$ cat config.mk
export PLATFORM = sky130hd
export DESIGN_NAME = ssr_top
export DESIGN_NICKNAME = d
export VERILOG_FILES = /design/src/include/ssr_pkg.sv /design/src/verilog/ssr_sync.sv /design/src/verilog/ssr_top.sv
export SDC_FILE = /design/constraint.sdc
export NUM_CORES = 1
export LEC_CHECK = 0
export BUFFER_PORTS_ARGS = -buffer_cell sky130_fd_sc_hd__buf_2
export CAP_MARGIN = 40
export CORE_UTILIZATION = 35
export CTS_CLUSTER_DIAMETER = 150
export CTS_CLUSTER_SIZE = 24
export DETAILED_ROUTE_END_ITERATION = 7
export PLACE_DENSITY_LB_ADDON = 0.3
export SLEW_MARGIN = 20
export SYNTH_ARGS = -nofsm -noshare
export SYNTH_HDL_FRONTEND = slang
export SYNTH_HIERARCHICAL = 1
export SYNTH_SLANG_ARGS = --single-unit
$ cat constraint.sdc
create_clock -name clk -period 4.5 [get_ports clk]
set_input_delay 0.9 -clock clk [delete_from_list [all_inputs] [get_ports clk]]
set_output_delay 0.9 -clock clk [all_outputs]
set_load 0.005 [all_outputs]
$ cat src/include/ssr_pkg.sv
// ============================================================
// supply supervisor reset control: shared constants
// ============================================================
package ssr_pkg;
  // apb register byte offsets
  localparam logic [7:0] OFF_CTRL   = 8'h00; // detector control
  localparam logic [7:0] OFF_STATUS = 8'h04; // level status, read only
  localparam logic [7:0] OFF_IRQ    = 8'h08; // sticky events, w1c
  localparam logic [7:0] OFF_MASK   = 8'h0C; // interrupt mask
  localparam logic [7:0] OFF_OPT    = 8'h10; // loaded option setting
  // control field positions
  localparam int CTRL_EN_BIT   = 0;          // detector enable
  localparam int CTRL_FALL_BIT = 1;          // interrupt on fall
  localparam int CTRL_RISE_BIT = 2;          // interrupt on rise
  localparam int CTRL_LVL_LSB  = 4;          // threshold select lsb
  localparam int LVL_W         = 3;          // threshold select width
  // event bits
  localparam int EV_FALL_BIT = 0;
  localparam int EV_RISE_BIT = 1;
  localparam int EV_W        = 2;
  // reset values
  localparam logic [31:0] CTRL_RST = 32'h0000_0000;
  localparam logic [EV_W-1:0] MASK_RST = 2'h0;
  // brownout option encodings
  localparam logic [1:0] BOR_OFF = 2'h0;     // brownout disabled
  localparam logic [1:0] BOR_L1  = 2'h1;
  localparam logic [1:0] BOR_L2  = 2'h2;
  localparam logic [1:0] BOR_L3  = 2'h3;
  // timing
  localparam int CLK_MHZ        = 250;
  localparam int LOAD_NS        = 400;       // option load time
  localparam int LOAD_CYC       = (LOAD_NS * CLK_MHZ + 999) / 1000;
  localparam int REL_NS         = 80;        // reset release hold
  localparam int REL_CYC        = (REL_NS * CLK_MHZ + 999) / 1000;
  localparam int CNT_W          = 8;
  // sequencer states
  typedef enum logic [3:0] {
    ST_POR  = 4'b0001,                        // supply below por
    ST_LOAD = 4'b0010,                        // option loading
    ST_HOLD = 4'b0100,                        // release delay
    ST_RUN  = 4'b1000                         // out of reset
  } ssr_state_e;
endpackage : ssr_pkg

$ cat src/verilog/ssr_sync.sv
// ============================================================
// three stage synchroniser with agreement filter
// ============================================================
module ssr_sync #(
  parameter int W = 1
) (
  // clock and reset
  input  wire logic         clk,
  input  wire logic         srst,
  // data
  input  wire logic [W-1:0] d,
  output logic      [W-1:0] q
);
  // elaboration check: at least one bit to carry
  if (W < 1) begin : g_bad_w
    $error("ssr_sync: W must be positive");
  end

  logic [W-1:0] s1;         // first stage, read only by s2
  logic [W-1:0] s2;         // second stage
  logic [W-1:0] s3;         // third stage
  logic [W-1:0] next_q;     // filtered next value

  // accept a change once stages two and three agree
  always_comb begin
    next_q = q;
    for (int i = 0; i < W; i++) begin
      if (s2[i] == s3[i]) begin
        next_q[i] = s2[i];
      end
    end
  end

  // registers
  always_ff @(posedge clk) begin
    if (srst) begin
      s1 <= '0;
      s2 <= '0;
      s3 <= '0;
      q  <= '0;
    end else begin
      s1 <= d;
      s2 <= s1;
      s3 <= s2;
      q  <= next_q;
    end
  end
endmodule : ssr_sync

$ cat src/verilog/ssr_top.sv
// Functional notes
// [RULE_01] enable pin high enables internal supervisor
// [RULE_02] pinless package: supervisor always enabled
// [RULE_03] power-on reset always active from start; code skips it while the enable pin is low
// [RULE_04] after por, load brownout option setting
// [RULE_05] three brownout thresholds selected by option
// [RULE_06] hold reset while below por or brownout
// [RULE_07] detector interrupts on fall, rise or both
// [RULE_08] detector idle until software enables it
// [RULE_09] enable pin low disables internal por/pdr
// [RULE_10] external supervisor then holds reset pin
// [RULE_11] reset asserts at once, releases synchronised
module ssr_top
  import ssr_pkg::*;
#(
  parameter bit HAS_EN_PIN = 1'b1,       // package has enable pin
  parameter int LVL_N      = 8           // detector threshold count
) (
  // clock and reset
  input  wire logic        clk,
  input  wire logic        srst,
  // apb slave
  input  wire logic        psel,
  input  wire logic        penable,
  input  wire logic        pwrite,
  input  wire logic [7:0]  paddr,
  input  wire logic [31:0] pwdata,
  output logic      [31:0] prdata,
  output logic             pready,
  output logic             pslverr,
  // pins and analog comparator results
  input  wire logic        supervisor_enable_pin,
  input  wire logic        external_reset_n,
  input  wire logic        supply_above_por,
  input  wire logic [2:0]  supply_above_brownout,
  input  wire logic        supply_above_detector,
  input  wire logic [1:0]  option_brownout,
  // outputs
  output logic [LVL_W-1:0] detector_threshold,
  output logic             detector_enable,
  output logic             system_reset,
  output logic             irq
);
  // elaboration check: threshold count must fit the select field
  if (LVL_N < 1 || LVL_N > (1 << LVL_W)) begin : g_bad_lvl
    $error("ssr_top: LVL_N out of range");
  end

  // ==========================================================
  // input synchronisation
  // ==========================================================
  logic [6:0] raw_in;       // asynchronous inputs bundled
  logic [6:0] syn_in;       // synchronised and filtered
  assign raw_in = {supervisor_enable_pin, external_reset_n,
                   supply_above_por, supply_above_brownout,
                   supply_above_detector};

  ssr_sync #(.W(7)) ssr_sync_i (
    .clk  (clk),
    .srst (srst),
    .d    (raw_in),
    .q    (syn_in)
  );

  logic       en_pin_s;     // synchronised enable pin
  logic       ext_rst_n_s;  // synchronised reset pin
  logic       por_ok;       // supply above por threshold
  logic [2:0] bor_ok;       // supply above each brownout level
  logic       det_above;    // supply above detector threshold
  assign en_pin_s    = syn_in[6];
  assign ext_rst_n_s = syn_in[5];
  assign por_ok      = syn_in[4];
  assign bor_ok      = syn_in[3:1];
  assign det_above   = syn_in[0];

  // supervisor enable: pin on pinned packages, else fixed on
  logic sup_on;
  assign sup_on = HAS_EN_PIN ? en_pin_s : 1'b1; // [RULE_01] [RULE_02]

  // ==========================================================
  // helper: brownout level ok for a given option
  // ==========================================================
  function automatic logic bor_good(input logic [1:0] opt,
                                    input logic [2:0] ok);
    case (opt)
      BOR_L1:  bor_good = ok[0];
      BOR_L2:  bor_good = ok[1];
      BOR_L3:  bor_good = ok[2];
      default: bor_good = 1'b1;          // brownout disabled
    endcase
  endfunction : bor_good

  // ==========================================================
  // reset sequencer
  // ==========================================================
  ssr_state_e       state;
  ssr_state_e       next_state;
  logic [CNT_W-1:0] cnt;
  logic [CNT_W-1:0] next_cnt;
  logic [1:0]       bor_opt;           // latched option setting
  logic [1:0]       next_bor_opt;
  logic             next_system_reset;
  logic             supply_bad;        // any internal source low

  // internal sources only count while the supervisor is on
  always_comb begin
    supply_bad = sup_on &&                       // [RULE_09]
                 (!por_ok || !bor_good(bor_opt, bor_ok)); // [RULE_06]
  end

  // next state of the sequencer
  always_comb begin
    next_state   = state;
    next_cnt     = cnt;
    next_bor_opt = bor_opt;
    case (state)
      ST_POR: begin
        next_cnt = '0;
        if (!sup_on || por_ok) begin     // [RULE_03]
          next_state = ST_LOAD;
        end
      end
      ST_LOAD: begin
        next_cnt = cnt + 1'b1;
        if (sup_on && !por_ok) begin
          next_state = ST_POR;
        end else if (cnt == CNT_W'(LOAD_CYC - 1)) begin
          next_bor_opt = option_brownout; // [RULE_04] [RULE_05]
          next_state   = ST_HOLD;
          next_cnt     = '0;
        end
      end
      ST_HOLD: begin
        next_cnt = cnt + 1'b1;
        if (supply_bad || !ext_rst_n_s) begin
          next_cnt = '0;
          if (sup_on && !por_ok) next_state = ST_POR;
        end else if (cnt == CNT_W'(REL_CYC - 1)) begin
          next_state = ST_RUN;            // [RULE_11]
        end
      end
      ST_RUN: begin
        next_cnt = '0;
        if (sup_on && !por_ok) begin
          next_state = ST_POR;
        end else if (supply_bad || !ext_rst_n_s) begin
          next_state = ST_HOLD;           // [RULE_10]
        end
      end
      default: begin
        next_state = ST_POR;
        next_cnt   = '0;
      end
    endcase
    // reset asserts at once on any source, drops only on the step from hold into run
    next_system_reset = !(next_state == ST_RUN) ||
                        supply_bad || !ext_rst_n_s; // [RULE_11]
  end

  // sequencer registers
  always_ff @(posedge clk) begin
    if (srst) begin
      state        <= ST_POR;
      cnt          <= '0;
      bor_opt      <= BOR_OFF;
      system_reset <= 1'b1;
    end else begin
      state        <= next_state;
      cnt          <= next_cnt;
      bor_opt      <= next_bor_opt;
      system_reset <= next_system_reset;
    end
  end

  // ==========================================================
  // voltage detector and interrupt
  // ==========================================================
  logic [31:0]     ctrl;
  logic [31:0]     next_ctrl;
  logic [EV_W-1:0] ev;
  logic [EV_W-1:0] next_ev;
  logic [EV_W-1:0] mask;
  logic [EV_W-1:0] next_mask;
  logic            det_prev;          // last comparator level
  logic            next_det_prev;
  logic            next_irq;
  logic            det_en;
  logic            wr_acc;            // apb write access
  logic [EV_W-1:0] hit;               // edges seen this cycle

  assign det_en = ctrl[CTRL_EN_BIT];
  assign wr_acc = psel && penable && pwrite;

  // edge detect on the detector output, gated by enable
  always_comb begin
    next_det_prev = det_en ? det_above : 1'b1;  // [RULE_08]
    hit[EV_FALL_BIT] = det_en && det_prev && !det_above &&
                       ctrl[CTRL_FALL_BIT];     // [RULE_07]
    hit[EV_RISE_BIT] = det_en && !det_prev && det_above &&
                       ctrl[CTRL_RISE_BIT];     // [RULE_07]
  end

  // register writes, w1c events with set winning over clear
  always_comb begin
    next_ctrl = ctrl;
    next_mask = mask;
    next_ev   = ev;
    if (wr_acc && paddr == OFF_CTRL) begin
      next_ctrl = pwdata & 32'h0000_0077;
    end
    if (wr_acc && paddr == OFF_MASK) begin
      next_mask = pwdata[EV_W-1:0];
    end
    if (wr_acc && paddr == OFF_IRQ) begin
      next_ev = ev & ~pwdata[EV_W-1:0];
    end
    next_ev  = next_ev | hit;
    next_irq = |(next_ev & next_mask);
  end

  // detector registers
  always_ff @(posedge clk) begin
    if (srst) begin
      ctrl     <= CTRL_RST;
      mask     <= MASK_RST;
      ev       <= '0;
      det_prev <= 1'b1;
      irq      <= 1'b0;
      detector_enable    <= 1'b0;
      detector_threshold <= '0;
    end else begin
      ctrl     <= next_ctrl;
      mask     <= next_mask;
      ev       <= next_ev;
      det_prev <= next_det_prev;
      irq      <= next_irq;
      detector_enable    <= next_ctrl[CTRL_EN_BIT];
      detector_threshold <= next_ctrl[CTRL_LVL_LSB +: LVL_W];
    end
  end

  // ==========================================================
  // apb read path, zero wait states
  // ==========================================================
  logic [31:0] next_prdata;
  logic        next_pslverr;
  logic        known;

  always_comb begin
    known = (paddr == OFF_CTRL) || (paddr == OFF_STATUS) ||
            (paddr == OFF_IRQ)  || (paddr == OFF_MASK) ||
            (paddr == OFF_OPT);
    next_prdata = '0;
    case (paddr)
      OFF_CTRL:   next_prdata = ctrl;
      OFF_STATUS: next_prdata = {26'h0, sup_on, system_reset,
                                 ext_rst_n_s, por_ok,
                                 bor_good(bor_opt, bor_ok), det_above};
      OFF_IRQ:    next_prdata = {30'h0, ev};
      OFF_MASK:   next_prdata = {30'h0, mask};
      OFF_OPT:    next_prdata = {30'h0, bor_opt};
      default:    next_prdata = '0;    // unmapped reads zero
    endcase
    next_pslverr = psel && !penable && !known;
  end

  // apb output registers: answer in the access cycle
  always_ff @(posedge clk) begin
    if (srst) begin
      prdata  <= '0;
      pready  <= 1'b0;
      pslverr <= 1'b0;
    end else begin
      prdata  <= (psel && !penable) ? next_prdata : '0;
      pready  <= psel && !penable;
      pslverr <= next_pslverr;
    end
  end

  // ==========================================================
  // checks
  // ==========================================================
  property p_reset_hold;
    @(posedge clk) disable iff (srst)
    (sup_on && !por_ok) |=> system_reset;
  endproperty
  a_reset_hold: assert property (p_reset_hold) // [RULE_06]
    else $error("reset not held below por");

  property p_ext_reset;
    @(posedge clk) disable iff (srst)
    !ext_rst_n_s |=> system_reset;
  endproperty
  a_ext_reset: assert property (p_ext_reset) // [RULE_10]
    else $error("reset pin low but reset released");

  property p_release_sync;
    @(posedge clk) disable iff (srst)
    $fell(system_reset) |-> $past(state) == ST_HOLD;
  endproperty
  a_release_sync: assert property (p_release_sync) // [RULE_11]
    else $error("reset released outside hold");

  property p_det_idle;
    @(posedge clk) disable iff (srst)
    (!det_en && !wr_acc) |=> ev == $past(ev);
  endproperty
  a_det_idle: assert property (p_det_idle) // [RULE_08]
    else $error("detector event while disabled");

  property p_irq_level;
    @(posedge clk) disable iff (srst)
    hit[EV_FALL_BIT] |=> ev[EV_FALL_BIT] &&
                         (!mask[EV_FALL_BIT] || irq);
  endproperty
  a_irq_level: assert property (p_irq_level) // [RULE_07]
    else $error("fall event not latched");

  property p_load_first;
    @(posedge clk) disable iff (srst)
    (state == ST_POR && !(sup_on && !por_ok)) |=> state == ST_LOAD;
  endproperty
  a_load_first: assert property (p_load_first) // [RULE_04]
    else $error("no option load after por");

  property p_pin_off;
    @(posedge clk) disable iff (srst)
    (HAS_EN_PIN && !en_pin_s) |-> !supply_bad;
  endproperty
  a_pin_off: assert property (p_pin_off) // [RULE_09]
    else $error("internal reset active with pin low");

  property p_always_on;
    @(posedge clk) disable iff (srst)
    !HAS_EN_PIN |-> sup_on;
  endproperty
  a_always_on: assert property (p_always_on) // [RULE_02]
    else $error("supervisor off on pinless package");
endmodule : ssr_top

==> impl_summary.md, run 1 <==
Clock tree
The number of sinks on the clock net is 64. The clock edge transition at the registers on the reported setup and hold paths is ~0.070 ns. TritonCTS built the clock tree. The number of setup buffers added after CTS is 0.

Clock tree synthesis selected as its root buffer the cell sky130_fd_sc_hd__clkbuf_8. For the worst-skew pair, the clock arrives at the later sink with an insertion delay of ~0.33 ns. Clock tree synthesis inserted a total of 9 buffers. CTS built an H-tree with a depth of 3. Post-CTS repair changed the size of 0 cells.

The clock passes through at most 2 buffers. In this run, post-CTS hold repair placed 0 buffers.

Yosys
The number of warnings issued by yosys is 6. After synthesis, the largest area contributor takes up 46.7% of total cell area. The most instantiated flip-flop cell in the synthesis netlist is sky130_fd_sc_hd__dfxtp_1. Counting every instance in the synthesized netlist gives approximately 280. The count of flip-flops with a built-in enable after synthesis is 0. In this run, synthesis produced a sequential element count of 64. In this run the cell area of the synthesized design comes to approximately 2700 um^2. After synthesis, the cell types taking the most area are sky130_fd_sc_hd__dfxtp_1 47%, sky130_fd_sc_hd__buf_4 7.7%, sky130_fd_sc_hd__mux2i_1 5.8%. A synthesized cell averages between 9 and 10 um^2. The leading area contributor after synthesis is sky130_fd_sc_hd__dfxtp_1. The sequential share of the synthesized area is approximately 47%.

The async set-or-reset flop fraction in the synthesized netlist is 0%. The number of different library cells in the post-synthesis netlist is 47.

Global route
The wire length of the first global-routing pass is around 8 mm. The number of antenna violations at the first check in global routing is 0. The total routing usage reported by global routing is approximately an eighth.

The residual overflow from global routing is 0. Entering global routing, the biggest net connects 29 pins. The number of global-route vias before repair is 1,708.

Timing
At the pin with the least slew margin, the transition time is approximately 0.89 ns. The worst pin sits at a relative slew slack of about two fifths. Setup repair after global routing left no endpoint under its margin.

On the final layout, the worst clock skew is approximately 0.0043 ns. Setup violations remaining at the end of the flow were counted as 0. Dividing the final minimum period by the clock period gives a little under three fifths. The number of pins with negative max-slew slack in the final report was 0.

The final setup TNS is 0 ns. The top achievable clock speed is 387 MHz. The final-report hold violation count is 0. The minimum clock period is ~2.6 ns.

Worst setup path
The worst setup path is captured at a flop. At the worst endpoint, the required time is roughly 4.7 ns. The largest driver fanout on the critical path is 7. STA classifies the critical path startpoint as an input port.

The setup path with the least slack is of type input port to flop. At the worst endpoint, the arrival time is approximately 2.8 ns.

Routing
The routed wire length is 4.67 mm. In the routed layout, each cell is associated on average with a via count of around 4.6. The overall via count from detail_route is between 1,500 and 2,000.

After detailed routing, the average wire length per cell comes to ~11 um. In the routed design, unresolved DRC markers number 0. The number of search-and-repair iterations in the first detailed-routing pass is 4. In this run the remaining antenna-violating nets after routing total 0. The count of routing violations after the opening detailed-route iteration is 63.

Cells and area
The layout net count is around 370. The layout has between 700 and 800 filler cells. The repair_antennas step left the layout with diodes totalling 0.

The proportion of layout cells with a drive suffix above 1 is between 20% and 30%. The signed area change from the synthesized netlist to the final layout is 13.7%. The post-layout utilization of the core is between 40% and 50%.

The area of the multi-input gates is 1260 um^2. The footprint of the flip-flops and latches is between 1000 and 1500 um^2.

Die
For this design the top-level I/O count stands at 94. The region available for standard cell placement spans about 7400 um^2. Measured along the x axis, the die boundary spans ~90 um. Row generation in the floorplan step produced 31 rows. The die outline area is between 8000 and 9000 um^2. For this configuration, the core starts out at a cell density of 37.0%.

The height of the die is 90.5 um.

Place
Once detailed placement completed, the half-perimeter wirelength came to 3.30 mm. The number of I/O port buffers is 42. The last weighted congestion value of the routability-driven placer is approximately 0.76.

Power
Dividing total power by cell area gives a power density of 383 nW/um^2. The total leakage power is around 0.0013 uW. IR analysis of the VDD net gives a maximum drop of around 180 uV.

Min path
In this run the worst hold path is classified as flop to flop.

Status
The flow ran to the end, and the final reports show no timing, DRC or antenna violations.

Job
The number of maximum-capacitance violations is 0.
[metrics by stage]
stage	instance area, um^2	hold slack, ns	power (uW)	setup slack (ns)	cells
2_1_floorplan	2830	0.414	667	2.18	300
3_3_place_gp	2900	0.422	672	1.58	405
3_5_place_dp	2900	0.426	674	1.58	405
4_1_cts	3120	0.442	1210	1.92	421
5_1_grt	3120	0.457	1250	1.73	421
6_report	3120	0.439	1200	1.91	421
[routing by layer]
metal	wire length, um	GRT usage, %	vias to the layer above	share of wire [%]
li1	-	-	992	-
met3	271	5.22	6	5.8
met2	2050	18.1	73	44
met4	58	4.84	0	1.2
met5	0	0	-	0
met1	2290	15.4	863	49
[cells in the mapped netlist (all sizes together) (2+ instances only)]
library cell / n
dfxtp: 64
buf: 31
nor2b: 23
nor2: 20
mux2i: 16
o21ai: 15
nand2: 14
a21oi: 13
nor3: 9
clkbuf: 6
inv: 5
nand4: 5
or4b: 5
nand3b: 4
xnor2: 4
a211oi: 3
and2b: 3
nand2b: 3
nand3: 3
nor4: 3
xor2: 3
a211o: 2
nand4b: 2
nor3b: 2
or3: 2
or3b: 2
[power by group]
part	leakage (uW)	switching, uW	total, uW	internal [uW]
sequential	0.000520	9.62	590	580
clock	0.000112	211	534	324
combinational	0.000645	39.5	70.8	31.3
[placed cells by master (no fill, tap or decap), types with 3 or more instances in the layout]
cell type and instances:
sky130_fd_sc_hd__dfxtp_1 64, sky130_fd_sc_hd__nor2b_1 10, sky130_fd_sc_hd__clkbuf_8 10, sky130_fd_sc_hd__a211oi_1 3, sky130_fd_sc_hd__clkinv_2 3, sky130_fd_sc_hd__nor3_1 9, sky130_fd_sc_hd__inv_1 5, sky130_fd_sc_hd__nor2_1 20
sky130_fd_sc_hd__o21ai_0 15, sky130_fd_sc_hd__or4b_2 3, sky130_fd_sc_hd__mux2i_1 16, sky130_fd_sc_hd__nor4_1 3, sky130_fd_sc_hd__nand2_1 14, sky130_fd_sc_hd__nor2b_4 4, sky130_fd_sc_hd__nand4_1 5, sky130_fd_sc_hd__xnor2_1 4
sky130_fd_sc_hd__nor2b_2 9, sky130_fd_sc_hd__a21oi_2 7, sky130_fd_sc_hd__a21oi_1 6, sky130_fd_sc_hd__nand3_1 3, sky130_fd_sc_hd__nand3b_1 4, sky130_fd_sc_hd__nand2b_1 3, sky130_fd_sc_hd__buf_2 42, sky130_fd_sc_hd__xor2_1 3
sky130_fd_sc_hd__and2b_1 3, sky130_fd_sc_hd__conb_1 25
[layout make-up]
| cell class | count | area share, % |
|---|---|---|
| Sequential cell | 64 | 41.1 |
| Multi-Input combinational cell | 194 | 40.3 |
| Timing Repair Buffer | 43 | 6.98 |
| Clock buffer | 10 | 4.41 |
| Tap cell | 99 | 3.97 |
| Clock inverter | 6 | 2.65 |
| Inverter | 5 | 0.602 |
[sequential cells by signal, summed over array words and instances (netlist names)]
register and flops:
cnt 8, prdata 7, ssr_sync_i/q 7, ssr_sync_i/s1 7, ssr_sync_i/s2 7, ssr_sync_i/s3 7, state 4, ctrl 3
detector_threshold 3, bor_opt 2, ev 2, mask 2, det_prev 1, irq 1, pready 1, pslverr 1
system_reset 1
[cell families after synthesis]
family | share of synthesized area, %
flops | 46.7
buf+inv | 10.7
fa+ha+maj | 0.456
mux | 5.84
compound gates | 9.49
other cells | 0.137
xor+xnor | 2.24
simple gates | 24.4
[path summary, 6_finish.rpt]
| kind | from | endpoint | slack [ns] | cells after the start |
|---|---|---|---|---|
| worst max-delay path | paddr[4] | ctrl[0]$_SDFFE_PP0P_ | 1.91 | 5 |
| worst min-delay path | ssr_sync_i/s1[5]$_SDFF_PP0_ | ssr_sync_i/s2[5]$_SDFF_PP0_ | 0.44 | 1 |
| worst max register to register | cnt[0]$_SDFF_PP0_ | system_reset$_SDFF_PP1_ | 2.15 | 5 |
| worst min register to register | ssr_sync_i/s1[5]$_SDFF_PP0_ | ssr_sync_i/s2[5]$_SDFF_PP0_ | 0.44 | 1 |
[worst max-delay path, cell delays in order]
cell and delay (ns):
sky130_fd_sc_hd__buf_2 0.15, sky130_fd_sc_hd__nor4_1 0.78, sky130_fd_sc_hd__nand4_1 0.60, sky130_fd_sc_hd__mux2i_1 0.31, sky130_fd_sc_hd__nor2_1 0.05
(Power assumes the default switching activity.)
==> inputs of run 2 (changes only) <==
==> constraint.sdc (replaced) <==
create_clock -name clk -period 2.5 [get_ports clk]
set_input_delay 0.5 -clock clk [delete_from_list [all_inputs] [get_ports clk]]
set_output_delay 0.5 -clock clk [all_outputs]
set_load 0.005 [all_outputs]
==> run 2 against run 1 <==
Sequential power up 80%; register-to-register slack got worse by 2.0 ns; critical path depth stayed put; worst hold slack worse by 0.064 ns; via count grew 0.93%; global-route usage down 0.59 points; utilization shrank 0.34 points; sequential share of layout area is 0.33 points higher; wire length shrank 0.21%; combinational power increased by 84%; count of clock-buffer cells in the layout is 2 higher; first-iteration DRC count up 84%; critical path type is now flop to flop; highest routed layer unchanged.
==> impl_summary.md, run 2 (same netlist as run 1, synthesis figures left out) <==
Worst setup path
For this run, the slowest stage of the critical path takes about 0.5 ns. STA classifies the critical path endpoint as a flop. The required time of the critical path is roughly 2.7 ns. The slowest stage of the critical path belongs to the cell sky130_fd_sc_hd__or4b_1. The flop-to-flop setup slack is 0.18 ns. The critical path is of the flop to flop type. For the worst setup path, the data arrival time is 2.54 ns. For the worst flop-to-flop path, the logic depth is 5. The worst setup path is launched from a flop.

The signal on the critical path passes through ha_1, or4b_4, or4b_1, or3_1, a211o_1. The largest driver fanout on the critical path is 4.

Cells and area
The layout net count is 376. The top cell types in the final layout, fill and taps aside, are 64 x sky130_fd_sc_hd__dfxtp_1, 42 x sky130_fd_sc_hd__buf_2, 25 x sky130_fd_sc_hd__conb_1. The post-layout utilization of the core is a little over two fifths.

After routing the design area is around 3100 um^2. The filler cells instantiated in the layout total between 700 and 800. The register with the most flip-flops in the layout has 8 of them.

Compared with the post-synthesis result, the final layout area differs by 12.8%. The most frequent standard cell in the layout excluding fill and tap cells is sky130_fd_sc_hd__dfxtp_1. cnt holds more flip-flops than any other register. The post-route netlist has a little over a quarter of its cells at a drive strength greater than 1.

The number of diodes added for antenna fixing is 0.

Clock tree
For this design, the sink count on the clock tree is 64. Clock latency on the worst-skew pair, taken at its later pin, is approximately 0.33 ns. The total of cells resized after clock tree synthesis is 0.

The H-tree depth is 3. The tree is rooted in a sky130_fd_sc_hd__clkbuf_8. The clock edge transition at the registers on the reported setup and hold paths is ~0.060 ns. The clock buffer count from CTS is 9. The TritonCTS clock tree is yes. Buffers added to address setup during post-CTS repair amount to 0. The maximum buffer depth of the clock tree is 2. For this design, the CTS-stage hold fixing added 0 buffers.

Die
The starting utilization of the core area is 37.0%. The die is 90.5 um tall. The die outline area is between 8000 and 9000 um^2. The area of the core region is between 7000 and 8000 um^2. During I/O placement, the number of pins put on the boundary was 94. The horizontal extent of the die is about 90 um. The floorplan row count is 31.

Routing
The average detailed-routed wire length per instance is around 11 um. After the first detailed-routing iteration, the DRC count stood at between 100 and 150. The routed wire length is around 4.7 mm. The final antenna-violating net count is 0. After detailed routing, the number of remaining DRC violations is 0. The pre-antenna-repair detailed-routing pass consisted of 4 iterations. The post-detailed-route via-to-cell ratio is approximately 4.6. The overall via count from detail_route is 1,952.

Global route
Global routing consumed, over all layers together, roughly 12% of the routing resources. Entering global routing, the biggest net connects 31 pins. The wire length of the first global-routing pass is about 7.4 mm. The residual overflow from global routing is 0. The number of antenna violations at the first check in global routing is 0.

Global routing used 14.8% of the available met1 tracks. For this run, global-route usage on met3 was measured as roughly 4.1%. In this run the most used layer during global routing was met2.

The number of global-route vias before repair was between 1,500 and 2,000. For met2 alone, demand over resource in global routing was between 10% and 20%.

Status
The flow ran to the end, and the final reports show no timing, DRC or antenna violations.

Job
Across the run, the number of max-cap violations was 0.

Timing
For the finished layout, the period the worst path requires is roughly 2.3 ns. The worst hold margin is roughly 0.38 ns. In the final timing run, aggregate negative setup slack is 0 ns. The number of pins with negative max-slew slack in the final report is 0.

The final-report setup violation count is 0. Setup repair after global routing left no endpoint under its margin. The transition time at the pin with the least slew margin is ~0.51 ns. The final-report hold violation count is 0.

The relative slew slack is between 60% and 70%. The setup clock skew after layout is roughly 0.0082 ns. The top achievable clock speed is around 430 MHz. In the finished design, the share of the clock period the worst path needs comes to 93.0%.

Place
The post-detailed-placement half-perimeter wirelength is 3.32 mm. The placed instances occupy a cell area of 2930 um^2. During placement, the flow inserted port buffers numbering 42.

Routability-driven placement finished with a final weighted congestion of between 0.7 and 0.8.

Min path
The worst hold path was traced through 2 stages. The type of the most critical hold path is input port to flop.

Power
In this run the power density over the cells is around 620 nW/um^2. Sequential cells account for 55.0% of the total power. The internal power is 1480 uW.

The worst supply voltage drop on vdd is 360 uV. The total leakage power is 0.00128 uW. Per report_power, the combinational group accounts for under 10% of the total.

Per report_power, the clock group accounts for between 30% and 40% of the total. The total chip power is between 1500 and 2000 uW. The proportion of total power due to net switching is a little under a quarter.

The net switching component of the power is 448 uW.
==> run 2: cell count changes in the layout (fill, tap and decap cells not counted) <==
cell,delta
sky130_fd_sc_hd__clkinv_2,+1
sky130_fd_sc_hd__bufinv_16,-2
sky130_fd_sc_hd__buf_4,+4
sky130_fd_sc_hd__clkinvlp_4,-1
sky130_fd_sc_hd__clkbuf_1,+2
==> run 2: area by class of cell <==
type / count / area [um^2] / share of cell area [%]
flip-flops and latches: 64 / 1280 / 41.4
well taps: 99 / 124 / 4.00
clock buffers: 12 / 145 / 4.69
repair buffers: 47 / 248 / 8.01
inverters: 5 / 18.8 / 0.607
multi-input cells: 194 / 1260 / 40.6
clock inverters: 4 / 20.0 / 0.647
==> run 2: routing by layer <==
metal,vias to the layer above,wire length [um]
met5,-,0
met4,0,61
met3,6,219
met2,66,1970
met1,881,2400
li1,999,-
==> run 2: final timing paths <==
check | start | endpoint
setup / recovery | cnt[0]$_SDFF_PP0_ | system_reset$_SDFF_PP1_
hold / removal | supply_above_brownout[1] | ssr_sync_i/s1[2]$_SDFF_PP0_
setup reg to reg | cnt[0]$_SDFF_PP0_ | system_reset$_SDFF_PP1_
hold reg to reg | ssr_sync_i/s1[6]$_SDFF_PP0_ | ssr_sync_i/s2[6]$_SDFF_PP0_
==> run 2: power groups by stage <==
stage	sequential [uW]	combinational (uW)	clock, uW
after detailed placement	1080	131	0
final	1060	130	739
after CTS	1060	131	768
after global routing	1070	144	818
after global placement	1080	129	0
after floorplan	1080	121	0
==> run 2: worst max-delay path: cells and delay by family, from the launching register on <==
kind / cells / cell delay [ns]
fa+ha+maj: 1 / 0.21
flops: 1 / 0.37
compound gates: 1 / 0.30
simple gates: 3 / 1.33
==> run 2: per-stage QoR <==
step	cells	setup WS, ns
after CTS	425	0.179
after floorplan	300	0.298
final	425	0.175
after global routing	425	0.103
after global placement	409	0.212
after detailed placement	409	0.197
